[src/pues_defs.svh]
// Constants for the power-up event sequencer
`ifndef PUES_DEFS_SVH
`define PUES_DEFS_SVH

// Register byte offsets
`define PUES_OFF_CTRL      12'h000
`define PUES_OFF_STATUS    12'h004
`define PUES_OFF_TBASE     12'h008
`define PUES_OFF_SLOT_BASE 12'h010

// Control register fields
`define PUES_CTRL_DEEP_OFF_BIT 0
`define PUES_CTRL_PDONE_BIT    1

// Reset values
`define PUES_CTRL_RST      1'b0
`define PUES_TBASE_RST     2'h0

// Number of sequenced outputs: 4 switchers, 3 LDOs, power good, host reset
`define PUES_N_SW          4
`define PUES_N_LDO         3
`define PUES_N_OUT         9
`define PUES_IDX_POWER_GOOD_PIN     7
`define PUES_IDX_RESET     8

// Timing (clock 25 MHz)
`define PUES_CLK_MHZ       25
`define PUES_T_FUSE_US     600
`define PUES_T_STEST_US    700
`define PUES_T_FIRST_US    100
`define PUES_TICK_US       10
`define PUES_FUSE_CYC      (`PUES_T_FUSE_US * `PUES_CLK_MHZ)
`define PUES_STEST_CYC     (`PUES_T_STEST_US * `PUES_CLK_MHZ / 2)
`define PUES_FIRST_CYC     (`PUES_T_FIRST_US * `PUES_CLK_MHZ / 4)
`define PUES_TICK_CYC      (`PUES_TICK_US * `PUES_CLK_MHZ)

// Time base in ticks: 30, 120, 250, 500 us
`define PUES_TB0_TICKS     8'd3
`define PUES_TB1_TICKS     8'd12
`define PUES_TB2_TICKS     8'd25
`define PUES_TB3_TICKS     8'd50

`endif

[src/pues_pkg.sv]
// Types for the power-up event sequencer
package pues_pkg;

  typedef enum logic [2:0] {
    PUES_ST_FUSE  = 3'b000,
    PUES_ST_OFF   = 3'b001,
    PUES_ST_STEST = 3'b011,
    PUES_ST_FIRST = 3'b010,
    PUES_ST_SEQ   = 3'b110,
    PUES_ST_RUN   = 3'b111
  } pues_state_t;

  typedef struct packed {
    logic       edge_mode;
    logic       ovlo_sdwn_default;
    logic [1:0] tbase;
    logic [8:0][7:0] slot;
  } pues_fuse_t;

  typedef struct packed {
    logic uv_ok;
    logic ovlo_trip;
    logic ovlo_en;
    logic tsd;
    logic trim_invalid;
    logic fuse_invalid;
  } pues_mon_t;

endpackage

[src/pues_sync.sv]
// Two flip-flop synchroniser for one level
`timescale 1ns/1ns
`default_nettype none
module pues_sync
(
  input  wire logic sys_clk_i,
  input  wire logic rst_n_i,
  input  wire logic d_i,
  output logic      q_o
);
  logic meta;

  always_ff @(posedge sys_clk_i or negedge rst_n_i)
  begin
    if (!rst_n_i)
    begin
      meta <= 1'b0;
      q_o  <= 1'b0;
    end
    else
    begin
      meta <= d_i;
      q_o  <= meta;
    end
  end
endmodule
`default_nettype wire

[src/pues_top.sv]
// Power-up event qualifier and slotted sequencer with APB registers
//
// Implementation choices: the APB register port and the register offsets.
`include "pues_defs.svh"
`timescale 1ns/1ns
`default_nettype none
module pues_top
(
  input  wire logic                sys_clk_i,
  input  wire logic                rst_n_i,
  input  wire logic                psel_i,
  input  wire logic                penable_i,
  input  wire logic                pwrite_i,
  input  wire logic [11:0]         paddr_i,
  input  wire logic [31:0]         pwdata_i,
  output logic [31:0]              prdata_o,
  output logic                     pready_o,
  output logic                     pslverr_o,
  input  wire logic                power_on_request_pin_i,
  input  wire logic                undervoltage_detect_i,
  input  wire logic                input_overvoltage_lockout_i,
  input  wire logic                ovlo_enable_i,
  input  wire logic                thermal_shutdown_i,
  input  wire logic                trim_invalid_flag_i,
  input  wire logic                fuse_invalid_flag_i,
  input  wire pues_pkg::pues_fuse_t fuse_i,
  input  wire logic [15:0]         on_pin_debounce_time_i,
  output logic [3:0]               switcher_en_o,
  output logic [2:0]               linear_reg_en_o,
  output logic                     power_good_pin_o,
  output logic                     host_reset_out_n_o,
  output logic                     fuse_load_done_o,
  output logic                     self_test_done_o,
  output logic                     deep_off_state_o,
  output logic                     slave_mode_o,
  output logic                     power_up_done_o
);

  ////////////////////////////////////////////////////////////////////////
  // Pin synchronisers
  logic pin_s;
  logic uv_s;
  logic ovlo_s;
  logic tsd_s;

  pues_sync u_sync_pin
  (
    .sys_clk_i (sys_clk_i),
    .rst_n_i   (rst_n_i),
    .d_i       (power_on_request_pin_i),
    .q_o       (pin_s)
  );

  pues_sync u_sync_uv
  (
    .sys_clk_i (sys_clk_i),
    .rst_n_i   (rst_n_i),
    .d_i       (undervoltage_detect_i),
    .q_o       (uv_s)
  );

  pues_sync u_sync_ovlo
  (
    .sys_clk_i (sys_clk_i),
    .rst_n_i   (rst_n_i),
    .d_i       (input_overvoltage_lockout_i),
    .q_o       (ovlo_s)
  );

  pues_sync u_sync_tsd
  (
    .sys_clk_i (sys_clk_i),
    .rst_n_i   (rst_n_i),
    .d_i       (thermal_shutdown_i),
    .q_o       (tsd_s)
  );

  ////////////////////////////////////////////////////////////////////////
  // State and storage
  pues_pkg::pues_state_t state;
  pues_pkg::pues_state_t next_state;
  pues_pkg::pues_mon_t   mon;
  logic                  uv_q;
  logic                  pin_q;
  logic                  deep_off;
  logic                  pdone;
  logic [1:0]            tbase;
  logic [7:0]            slot [`PUES_N_OUT];
  logic [`PUES_N_OUT-1:0] out_en;
  logic [15:0]           wait_cnt;
  logic [15:0]           dbnc_cnt;
  logic                  dbnc_arm;
  logic [7:0]            tick_cnt;
  logic [7:0]            tb_cnt;
  logic [7:0]            slot_num;

  assign mon = '{uv_ok: uv_s, ovlo_trip: ovlo_s, ovlo_en: ovlo_enable_i, tsd: tsd_s,
                 trim_invalid: trim_invalid_flag_i, fuse_invalid: fuse_invalid_flag_i};

  ////////////////////////////////////////////////////////////////////////
  // Event qualification
  wire uv_rise   = uv_s && !uv_q;
  wire ovlo_bad  = mon.ovlo_trip && mon.ovlo_en && fuse_i.ovlo_sdwn_default;
  wire ev_ok     = mon.uv_ok && !ovlo_bad && !mon.tsd
                   && !mon.trim_invalid && !mon.fuse_invalid;
  wire pin_fall  = pin_q && !pin_s;
  wire dbnc_hit  = dbnc_arm && !pin_s && (dbnc_cnt >= on_pin_debounce_time_i);
  wire raw_ev    = fuse_i.edge_mode ? dbnc_hit : pin_s;
  wire power_ev  = raw_ev && ev_ok;

  ////////////////////////////////////////////////////////////////////////
  // Slot bookkeeping
  logic [7:0] max_reg_code;
  logic       any_reg;
  always_comb
  begin
    max_reg_code = 8'h00;
    for (int i = 0; i < `PUES_IDX_RESET; i++)
    begin
      if (slot[i] > max_reg_code)
        max_reg_code = slot[i];
    end
    any_reg = (max_reg_code != 8'h00);
  end

  wire [7:0] last_slot  = (max_reg_code == 8'h00) ? 8'h00 : max_reg_code - 8'h01;
  wire       rst_slotted = (slot[`PUES_IDX_RESET] != 8'h00);
  wire [7:0] end_slot   = (rst_slotted && slot[`PUES_IDX_RESET] > max_reg_code) ?
                          slot[`PUES_IDX_RESET] : max_reg_code;
  wire [7:0] tb_ticks   = (tbase == 2'h0) ? `PUES_TB0_TICKS :
                          (tbase == 2'h1) ? `PUES_TB1_TICKS :
                          (tbase == 2'h2) ? `PUES_TB2_TICKS : `PUES_TB3_TICKS;
  wire       tick       = (tick_cnt == 8'(`PUES_TICK_CYC - 1));
  wire       tb_step    = tick && (tb_cnt == tb_ticks - 8'h01);
  wire       seq_end    = tb_step && (slot_num >= end_slot - 8'h01);

  ////////////////////////////////////////////////////////////////////////
  // State machine
  always_comb
  begin
    next_state = state;
    unique case (state)
      pues_pkg::PUES_ST_FUSE:
        if (wait_cnt == 16'(`PUES_FUSE_CYC - 1))
          next_state = pues_pkg::PUES_ST_OFF;
      pues_pkg::PUES_ST_OFF:
        if (power_ev)
          next_state = deep_off ? pues_pkg::PUES_ST_FIRST : pues_pkg::PUES_ST_STEST;
      pues_pkg::PUES_ST_STEST:
        if (wait_cnt == 16'(`PUES_STEST_CYC - 1))
          next_state = pues_pkg::PUES_ST_FIRST;
      pues_pkg::PUES_ST_FIRST:
        if (wait_cnt == 16'(`PUES_FIRST_CYC - 1))
          next_state = any_reg ? pues_pkg::PUES_ST_SEQ : pues_pkg::PUES_ST_RUN;
      pues_pkg::PUES_ST_SEQ:
        if (seq_end)
          next_state = pues_pkg::PUES_ST_RUN;
      pues_pkg::PUES_ST_RUN:
        next_state = pues_pkg::PUES_ST_RUN;
      default:
        next_state = pues_pkg::PUES_ST_FUSE;
    endcase
    if (uv_rise || !uv_s)
      next_state = uv_s ? pues_pkg::PUES_ST_FUSE : pues_pkg::PUES_ST_FUSE;
  end

  always_ff @(posedge sys_clk_i or negedge rst_n_i)
  begin
    if (!rst_n_i)
      state <= pues_pkg::PUES_ST_FUSE;
    else
      state <= next_state;
  end

  always_ff @(posedge sys_clk_i or negedge rst_n_i)
  begin
    if (!rst_n_i)
      wait_cnt <= 16'h0000;
    else if (next_state != state || !uv_s)
      wait_cnt <= 16'h0000;
    else
      wait_cnt <= wait_cnt + 16'h0001;
  end

  ////////////////////////////////////////////////////////////////////////
  // Edge history and debounce
  always_ff @(posedge sys_clk_i or negedge rst_n_i)
  begin
    if (!rst_n_i)
    begin
      uv_q     <= 1'b0;
      pin_q    <= 1'b0;
      dbnc_arm <= 1'b0;
      dbnc_cnt <= 16'h0000;
    end
    else
    begin
      uv_q  <= uv_s;
      pin_q <= pin_s;
      if (pin_fall)
      begin
        dbnc_arm <= 1'b1;
        dbnc_cnt <= 16'h0000;
      end
      else if (pin_s || state != pues_pkg::PUES_ST_OFF)
        dbnc_arm <= 1'b0;
      else if (dbnc_cnt != 16'hffff)
        dbnc_cnt <= dbnc_cnt + 16'h0001;
    end
  end

  ////////////////////////////////////////////////////////////////////////
  // Slot timer
  wire seq_run = (state == pues_pkg::PUES_ST_SEQ);
  always_ff @(posedge sys_clk_i or negedge rst_n_i)
  begin
    if (!rst_n_i)
    begin
      tick_cnt <= 8'h00;
      tb_cnt   <= 8'h00;
      slot_num <= 8'h00;
    end
    else if (!seq_run)
    begin
      tick_cnt <= 8'h00;
      tb_cnt   <= 8'h00;
      slot_num <= 8'h00;
    end
    else
    begin
      tick_cnt <= tick ? 8'h00 : tick_cnt + 8'h01;
      if (tb_step)
      begin
        tb_cnt   <= 8'h00;
        slot_num <= slot_num + 8'h01;
      end
      else if (tick)
        tb_cnt <= tb_cnt + 8'h01;
    end
  end

  ////////////////////////////////////////////////////////////////////////
  // Output enables
  wire in_off = (state == pues_pkg::PUES_ST_FUSE) || (state == pues_pkg::PUES_ST_OFF);
  wire in_run = (state == pues_pkg::PUES_ST_RUN);
  wire reg_done = seq_run && (slot_num > last_slot);

  always_ff @(posedge sys_clk_i or negedge rst_n_i)
  begin
    if (!rst_n_i)
      out_en <= '0;
    else if (in_off)
      out_en <= '0;
    else
    begin
      for (int i = 0; i < `PUES_N_OUT; i++)
      begin
        if (seq_run && slot[i] != 8'h00 && slot_num == slot[i] - 8'h01)
          out_en[i] <= 1'b1;
      end
      if (!rst_slotted && (reg_done || in_run))
        out_en[`PUES_IDX_RESET] <= 1'b1;
    end
  end

  ////////////////////////////////////////////////////////////////////////
  // APB registers
  wire acc    = psel_i && penable_i;
  wire wr     = acc && pwrite_i;
  wire hit_ctrl  = (paddr_i == `PUES_OFF_CTRL);
  wire hit_stat  = (paddr_i == `PUES_OFF_STATUS);
  wire hit_tb    = (paddr_i == `PUES_OFF_TBASE);
  wire [11:0] sl_off = paddr_i - `PUES_OFF_SLOT_BASE;
  wire hit_slot  = (paddr_i >= `PUES_OFF_SLOT_BASE) && (sl_off[1:0] == 2'h0)
                   && (sl_off[11:2] < 10'(`PUES_N_OUT));
  wire [3:0] sl_idx = sl_off[5:2];
  wire sys_on = !in_off;
  wire mapped = hit_ctrl || hit_stat || hit_tb || hit_slot;

  always_ff @(posedge sys_clk_i or negedge rst_n_i)
  begin
    if (!rst_n_i)
    begin
      deep_off <= `PUES_CTRL_RST;
      pdone    <= 1'b0;
      tbase    <= `PUES_TBASE_RST;
      for (int i = 0; i < `PUES_N_OUT; i++)
        slot[i] <= 8'h00;
    end
    else
    begin
      if (uv_rise)
        deep_off <= 1'b0;
      else if (wr && hit_ctrl && in_run)
        deep_off <= pwdata_i[`PUES_CTRL_DEEP_OFF_BIT];
      if (state == pues_pkg::PUES_ST_SEQ && seq_end)
        pdone <= 1'b1;
      else if (wr && hit_ctrl && pwdata_i[`PUES_CTRL_PDONE_BIT])
        pdone <= 1'b0;
      if (in_off)
      begin
        tbase <= fuse_i.tbase;
        for (int i = 0; i < `PUES_N_OUT; i++)
          slot[i] <= fuse_i.slot[i];
      end
      else if (wr && sys_on && hit_tb)
        tbase <= pwdata_i[1:0];
      else if (wr && sys_on && hit_slot)
        slot[sl_idx] <= pwdata_i[7:0];
    end
  end

  always_ff @(posedge sys_clk_i or negedge rst_n_i)
  begin
    if (!rst_n_i)
      prdata_o <= 32'h0000_0000;
    else if (psel_i && !penable_i && !pwrite_i)
      prdata_o <= hit_ctrl ? {30'h0, pdone, deep_off} :
                  hit_stat ? {23'h0, (in_run && !any_reg), state, 5'(out_en[4:0])} :
                  hit_tb   ? {30'h0, tbase} :
                  hit_slot ? {24'h0, slot[sl_idx]} : 32'h0000_0000;
  end

  assign pready_o  = 1'b1;
  assign pslverr_o = acc && !mapped;

  ////////////////////////////////////////////////////////////////////////
  // Outputs
  assign switcher_en_o      = out_en[3:0];
  assign linear_reg_en_o    = out_en[6:4];
  assign power_good_pin_o   = out_en[`PUES_IDX_POWER_GOOD_PIN];
  assign host_reset_out_n_o = out_en[`PUES_IDX_RESET];
  assign fuse_load_done_o   = (state != pues_pkg::PUES_ST_FUSE);
  assign self_test_done_o   = (state == pues_pkg::PUES_ST_FIRST) || seq_run || in_run;
  assign deep_off_state_o   = (state == pues_pkg::PUES_ST_OFF) && !deep_off;
  assign slave_mode_o       = in_run && !any_reg;
  assign power_up_done_o    = pdone;

endmodule
`default_nettype wire

[config.mk]
export PLATFORM = sky130hd
export DESIGN_NAME = pues_top
export DESIGN_NICKNAME = d
export VERILOG_FILES = /design/src/pues_pkg.sv /design/src/pues_sync.sv /design/src/pues_top.sv
export VERILOG_INCLUDE_DIRS = /design/src /design/src/src
export SDC_FILE = /design/constraint.sdc
export NUM_CORES = 1
export LEC_CHECK = 0
export ABC_AREA = 1
export BUFFER_PORTS_ARGS = -buffer_cell sky130_fd_sc_hd__buf_2
export CORE_MARGIN = 8
export CORE_UTILIZATION = 64
export DETAILED_ROUTE_END_ITERATION = 7
export PLACE_DENSITY = 0.87
export SLEW_MARGIN = 20
export SYNTH_ARGS = -nofsm -noshare
export SYNTH_HDL_FRONTEND = slang
export SYNTH_HIERARCHICAL = 1
export SYNTH_SLANG_ARGS = --single-unit
[constraint.sdc]
create_clock -name sys_clk_i -period 21.2 [get_ports sys_clk_i]
set_clock_uncertainty 0.1 [all_clocks]
set_input_delay 1.06 -clock sys_clk_i [delete_from_list [all_inputs] [get_ports sys_clk_i]]
set_output_delay 1.06 -clock sys_clk_i [all_outputs]
set_load 0.005 [all_outputs]
==> reports/results.ini <==
[placement]
pre_cts_slack_ps = 6469
dp_hpwl_microns = 33680
dp_cells = 2366
globalplace.congestion = 0.9646
io_buffers = 147

[global_routing]
grt_pass1_wl_microns = 72140
grt_pass1_vias = 14244
grt_start_max_net_pins = 85
antenna_found_initial = 4
grt_usage_pct = 31.89
grt_overflow = 0

[layout]
mostFrequentLayoutCell = nand2_1
nNetsFinal = 2372
drive_gt1_share_pct = 12.23
final-instance-count-excl-fill = 2402
area_delta_synth_final_pct = 9.810
nFillCells = 1784
final_cell_mix = 395 x nand2_1, 220 x nor2_1, 210 x inv_1, 164 x dfrtp_1, 149 x nand3_1
multi_input_area_sq_mm = 0.009012
seqCellArea_sq_mm = 0.004104
fin_util_pct = 71.98

[floorplan]
start_util_pct = 65.55
dieHeight_microns = 165.7
rows = 54
dieArea_sq_mm = 0.02747
core_sq_mm = 0.02189
io-pin-count = 196
die_w_microns = 165.7

[critical_path]
worstSetupPathType = flip-flop to flip-flop
cp_slowest_stage_delay_ps = 600
path_delay_family = simple AND/OR/NAND/NOR gates
worst-path-buf-inv = 6
cp.required_ps = 21420
cp_slowest_cell = o21ai_0
setup.worst_path.start = slot[64]
r2r-start = slot[64]
crit_top_cell = nand2_1
start_kind = flip-flop
cp_max_fo = 17
crit_arrival_ps = 15290
crit_path_end_kind = flip-flop

[clocking]
cts.path.max_buffers = 2
ctsResizeCount = 0
cts_tree = built
postCtsSetupBuffers = 0
clk_latency_ps = 450
cts_num_sinks = 164
cts_root_buf = clkbuf_16
hold_buffers = 0
h-tree-depth = 4
cts_inserted_buffers = 17
path_clk_slew_ps = 70

[min_path]
hold_path.class = flip-flop to flip-flop
min-delay-start = u_sync_ovlo/meta

[logic_synthesis]
async_flop_share_pct = 100.0
synth_area_per_cell_sq_um = 7.174
syn-cell-area_sq_mm = 0.01435
yosysWarnings = 6
ys_ff_latch = 164
synth_top_area_share_pct = 28.60
syn-instance-count = 2000
ys.flop_type = dfrtp_1
synth_cell_types = 61
synth_top_area_cell = dfrtp_1
yosysSeqAreaShare_pct = 28.60
yosys-top-cells-area = dfrtp_1 29%, ha_1 10%, nand2_1 10%, nor2_1 5.8%, inv_1 5.5%
synth_edf_count = 0

[sta]
fin_setup_tns_ps = 0
timing.hold.ws_ps = 253.2
slew_violations = 0
tightest_slew_ps = 969.7
period_share_pct = 71.09
rsz0062_at_grt = no
hold_viol = 0
setup_viol = 0
fmax_mhz = 66.35
worst_slack_ps = 6129
max_slew_margin_pct = 35.36
min_period_ps = 15070

[status]
outcome = finished clean

[drt]
via_count = 14788
drt_first_pass_iters = 7
wire_per_inst_microns = 18.98
ant_nets = 0
routed_wl_microns = 45600
drc = 0
vias_per_cell = 6.157
drt_iter0_drc = 1797

[power_and_ir_drop]
sw_frac_of_total_pct = 50.14
power_switching_mw = 0.8505
p_int_mw = 0.8458
p_leak_nw = 7.615
p_per_area_mw_per_mm2 = 107.7
vdd.ir_drop.worst_v = 0.00009974
pwr-share-seq_pct = 20.0
combPwrFrac_pct = 60.3
clkPwrFrac_pct = 19.8

[job]
maxCapViolCount = 0

-- synthesized netlist by cell type (3+ instances only) --
| master | n |
|---|---|
| a2111oi_0 | 8 |
| a211oi_1 | 9 |
| a21oi_1 | 65 |
| a31oi_1 | 58 |
| buf_1 | 22 |
| buf_2 | 8 |
| buf_4 | 28 |
| clkbuf_1 | 30 |
| clkinv_1 | 9 |
| dfrtp_1 | 164 |
| ha_1 | 119 |
| inv_1 | 211 |
| inv_2 | 7 |
| nand2_1 | 396 |
| nand2_2 | 25 |
| nand2_4 | 3 |
| nand3_1 | 149 |
| nand3_2 | 3 |
| nand3b_1 | 5 |
| nand4_1 | 25 |
| nor2_1 | 221 |
| nor2_2 | 7 |
| nor2_4 | 14 |
| nor3_1 | 42 |
| nor3b_1 | 4 |
| nor4_1 | 17 |
| o2111ai_1 | 6 |
| o211ai_1 | 18 |
| o21a_1 | 9 |
| o21ai_0 | 93 |
| o21ai_1 | 4 |
| o21ai_2 | 3 |
| o21bai_1 | 8 |
| o221ai_1 | 20 |
| o22ai_1 | 24 |
| o311ai_0 | 6 |
| o31ai_1 | 5 |
| or2_2 | 3 |
| or3_1 | 3 |
| xnor2_1 | 50 |
| xor2_1 | 74 |
-- flip-flops by register name, indices dropped and copies added (netlist names) --
| name | count |
|---|---|
| deep_off | 1 |
| uv_q | 1 |
| u_sync_ovlo/meta | 1 |
| out_en | 9 |
| u_sync_uv/q_o | 1 |
| pin_q | 1 |
| u_sync_tsd/meta | 1 |
| dbnc_arm | 1 |
| u_sync_pin/q_o | 1 |
| tick_cnt | 8 |
| tb_cnt | 8 |
| u_sync_pin/meta | 1 |
| dbnc_cnt | 16 |
| power_up_done_o | 1 |
| prdata_o | 9 |
| slot_num | 8 |
| state | 3 |
| slot | 72 |
| u_sync_tsd/q_o | 1 |
| u_sync_uv/meta | 1 |
| u_sync_ovlo/q_o | 1 |
| wait_cnt | 16 |
| tbase | 2 |
-- metal layers --
metal	vias to the layer above	track usage, %	wire length, microns
met3	196	7.052	4913
met4	0	16.46	2244
met5	-	0	0
li1	6908	-	-
met2	865	51.63	20880
met1	6819	39.30	17570
-- worst paths after layout --
path / cells past startpoint / endpoint / slack (ps)
max in group asynchronous: 3 / slot[37] / 18660
min reg2reg: 0 / u_sync_ovlo/q_o / 250
max reg2reg: 86 / wait_cnt[0] / 6130
min in group asynchronous: 1 / dbnc_cnt[2] / 500
max: 86 / wait_cnt[0] / 6130
min: 0 / u_sync_ovlo/q_o / 250
-- through the flow --
stage | total power [mW] | cell area (sq um)
CTS | 1.669 | 15740
global placement | 1.286 | 15110
global route | 1.837 | 15760
finish | 1.696 | 15760
floorplan | 1.130 | 14430
detailed placement | 1.334 | 15110
-- cells by family (layout without fill, tap and decap cells) --
| family | after synthesis | count (layout) | share of synthesized area [%] |
|---|---|---|---|
| adder cells (fa/ha/maj) | 119 | 119 | 10.38 |
| XOR/XNOR | 124 | 124 | 7.569 |
| other | 2 | 28 | 0.05234 |
| buffers and inverters | 317 | 413 | 9.200 |
| flip-flops | 164 | 164 | 28.60 |
| AND/OR/NAND/NOR | 924 | 924 | 28.85 |
| AO/OA/AOI/OAI | 350 | 350 | 15.36 |
-- power groups by stage --
stage               logic, mW  clock network (mW)  registers, mW
floorplan               0.794                   0          0.336
global placement        0.943                   0          0.343
detailed placement      0.990                   0          0.344
CTS                      1.00               0.331          0.338
global route             1.15               0.345          0.339
finish                   1.02               0.335          0.339
-- area by class of cell --
| cell class | count | share of cell area (%) |
|---|---|---|
| clock inverter | 15 | 1.318 |
| sequential | 164 | 26.05 |
| multi-input combinational | 1541 | 57.20 |
| inverter | 227 | 5.408 |
| tap | 280 | 2.223 |
| clock buffer | 17 | 2.700 |
| timing repair buffer | 154 | 5.042 |
| antenna | 4 | 0.06353 |
Note: power is estimated with default switching activity, not from simulation.
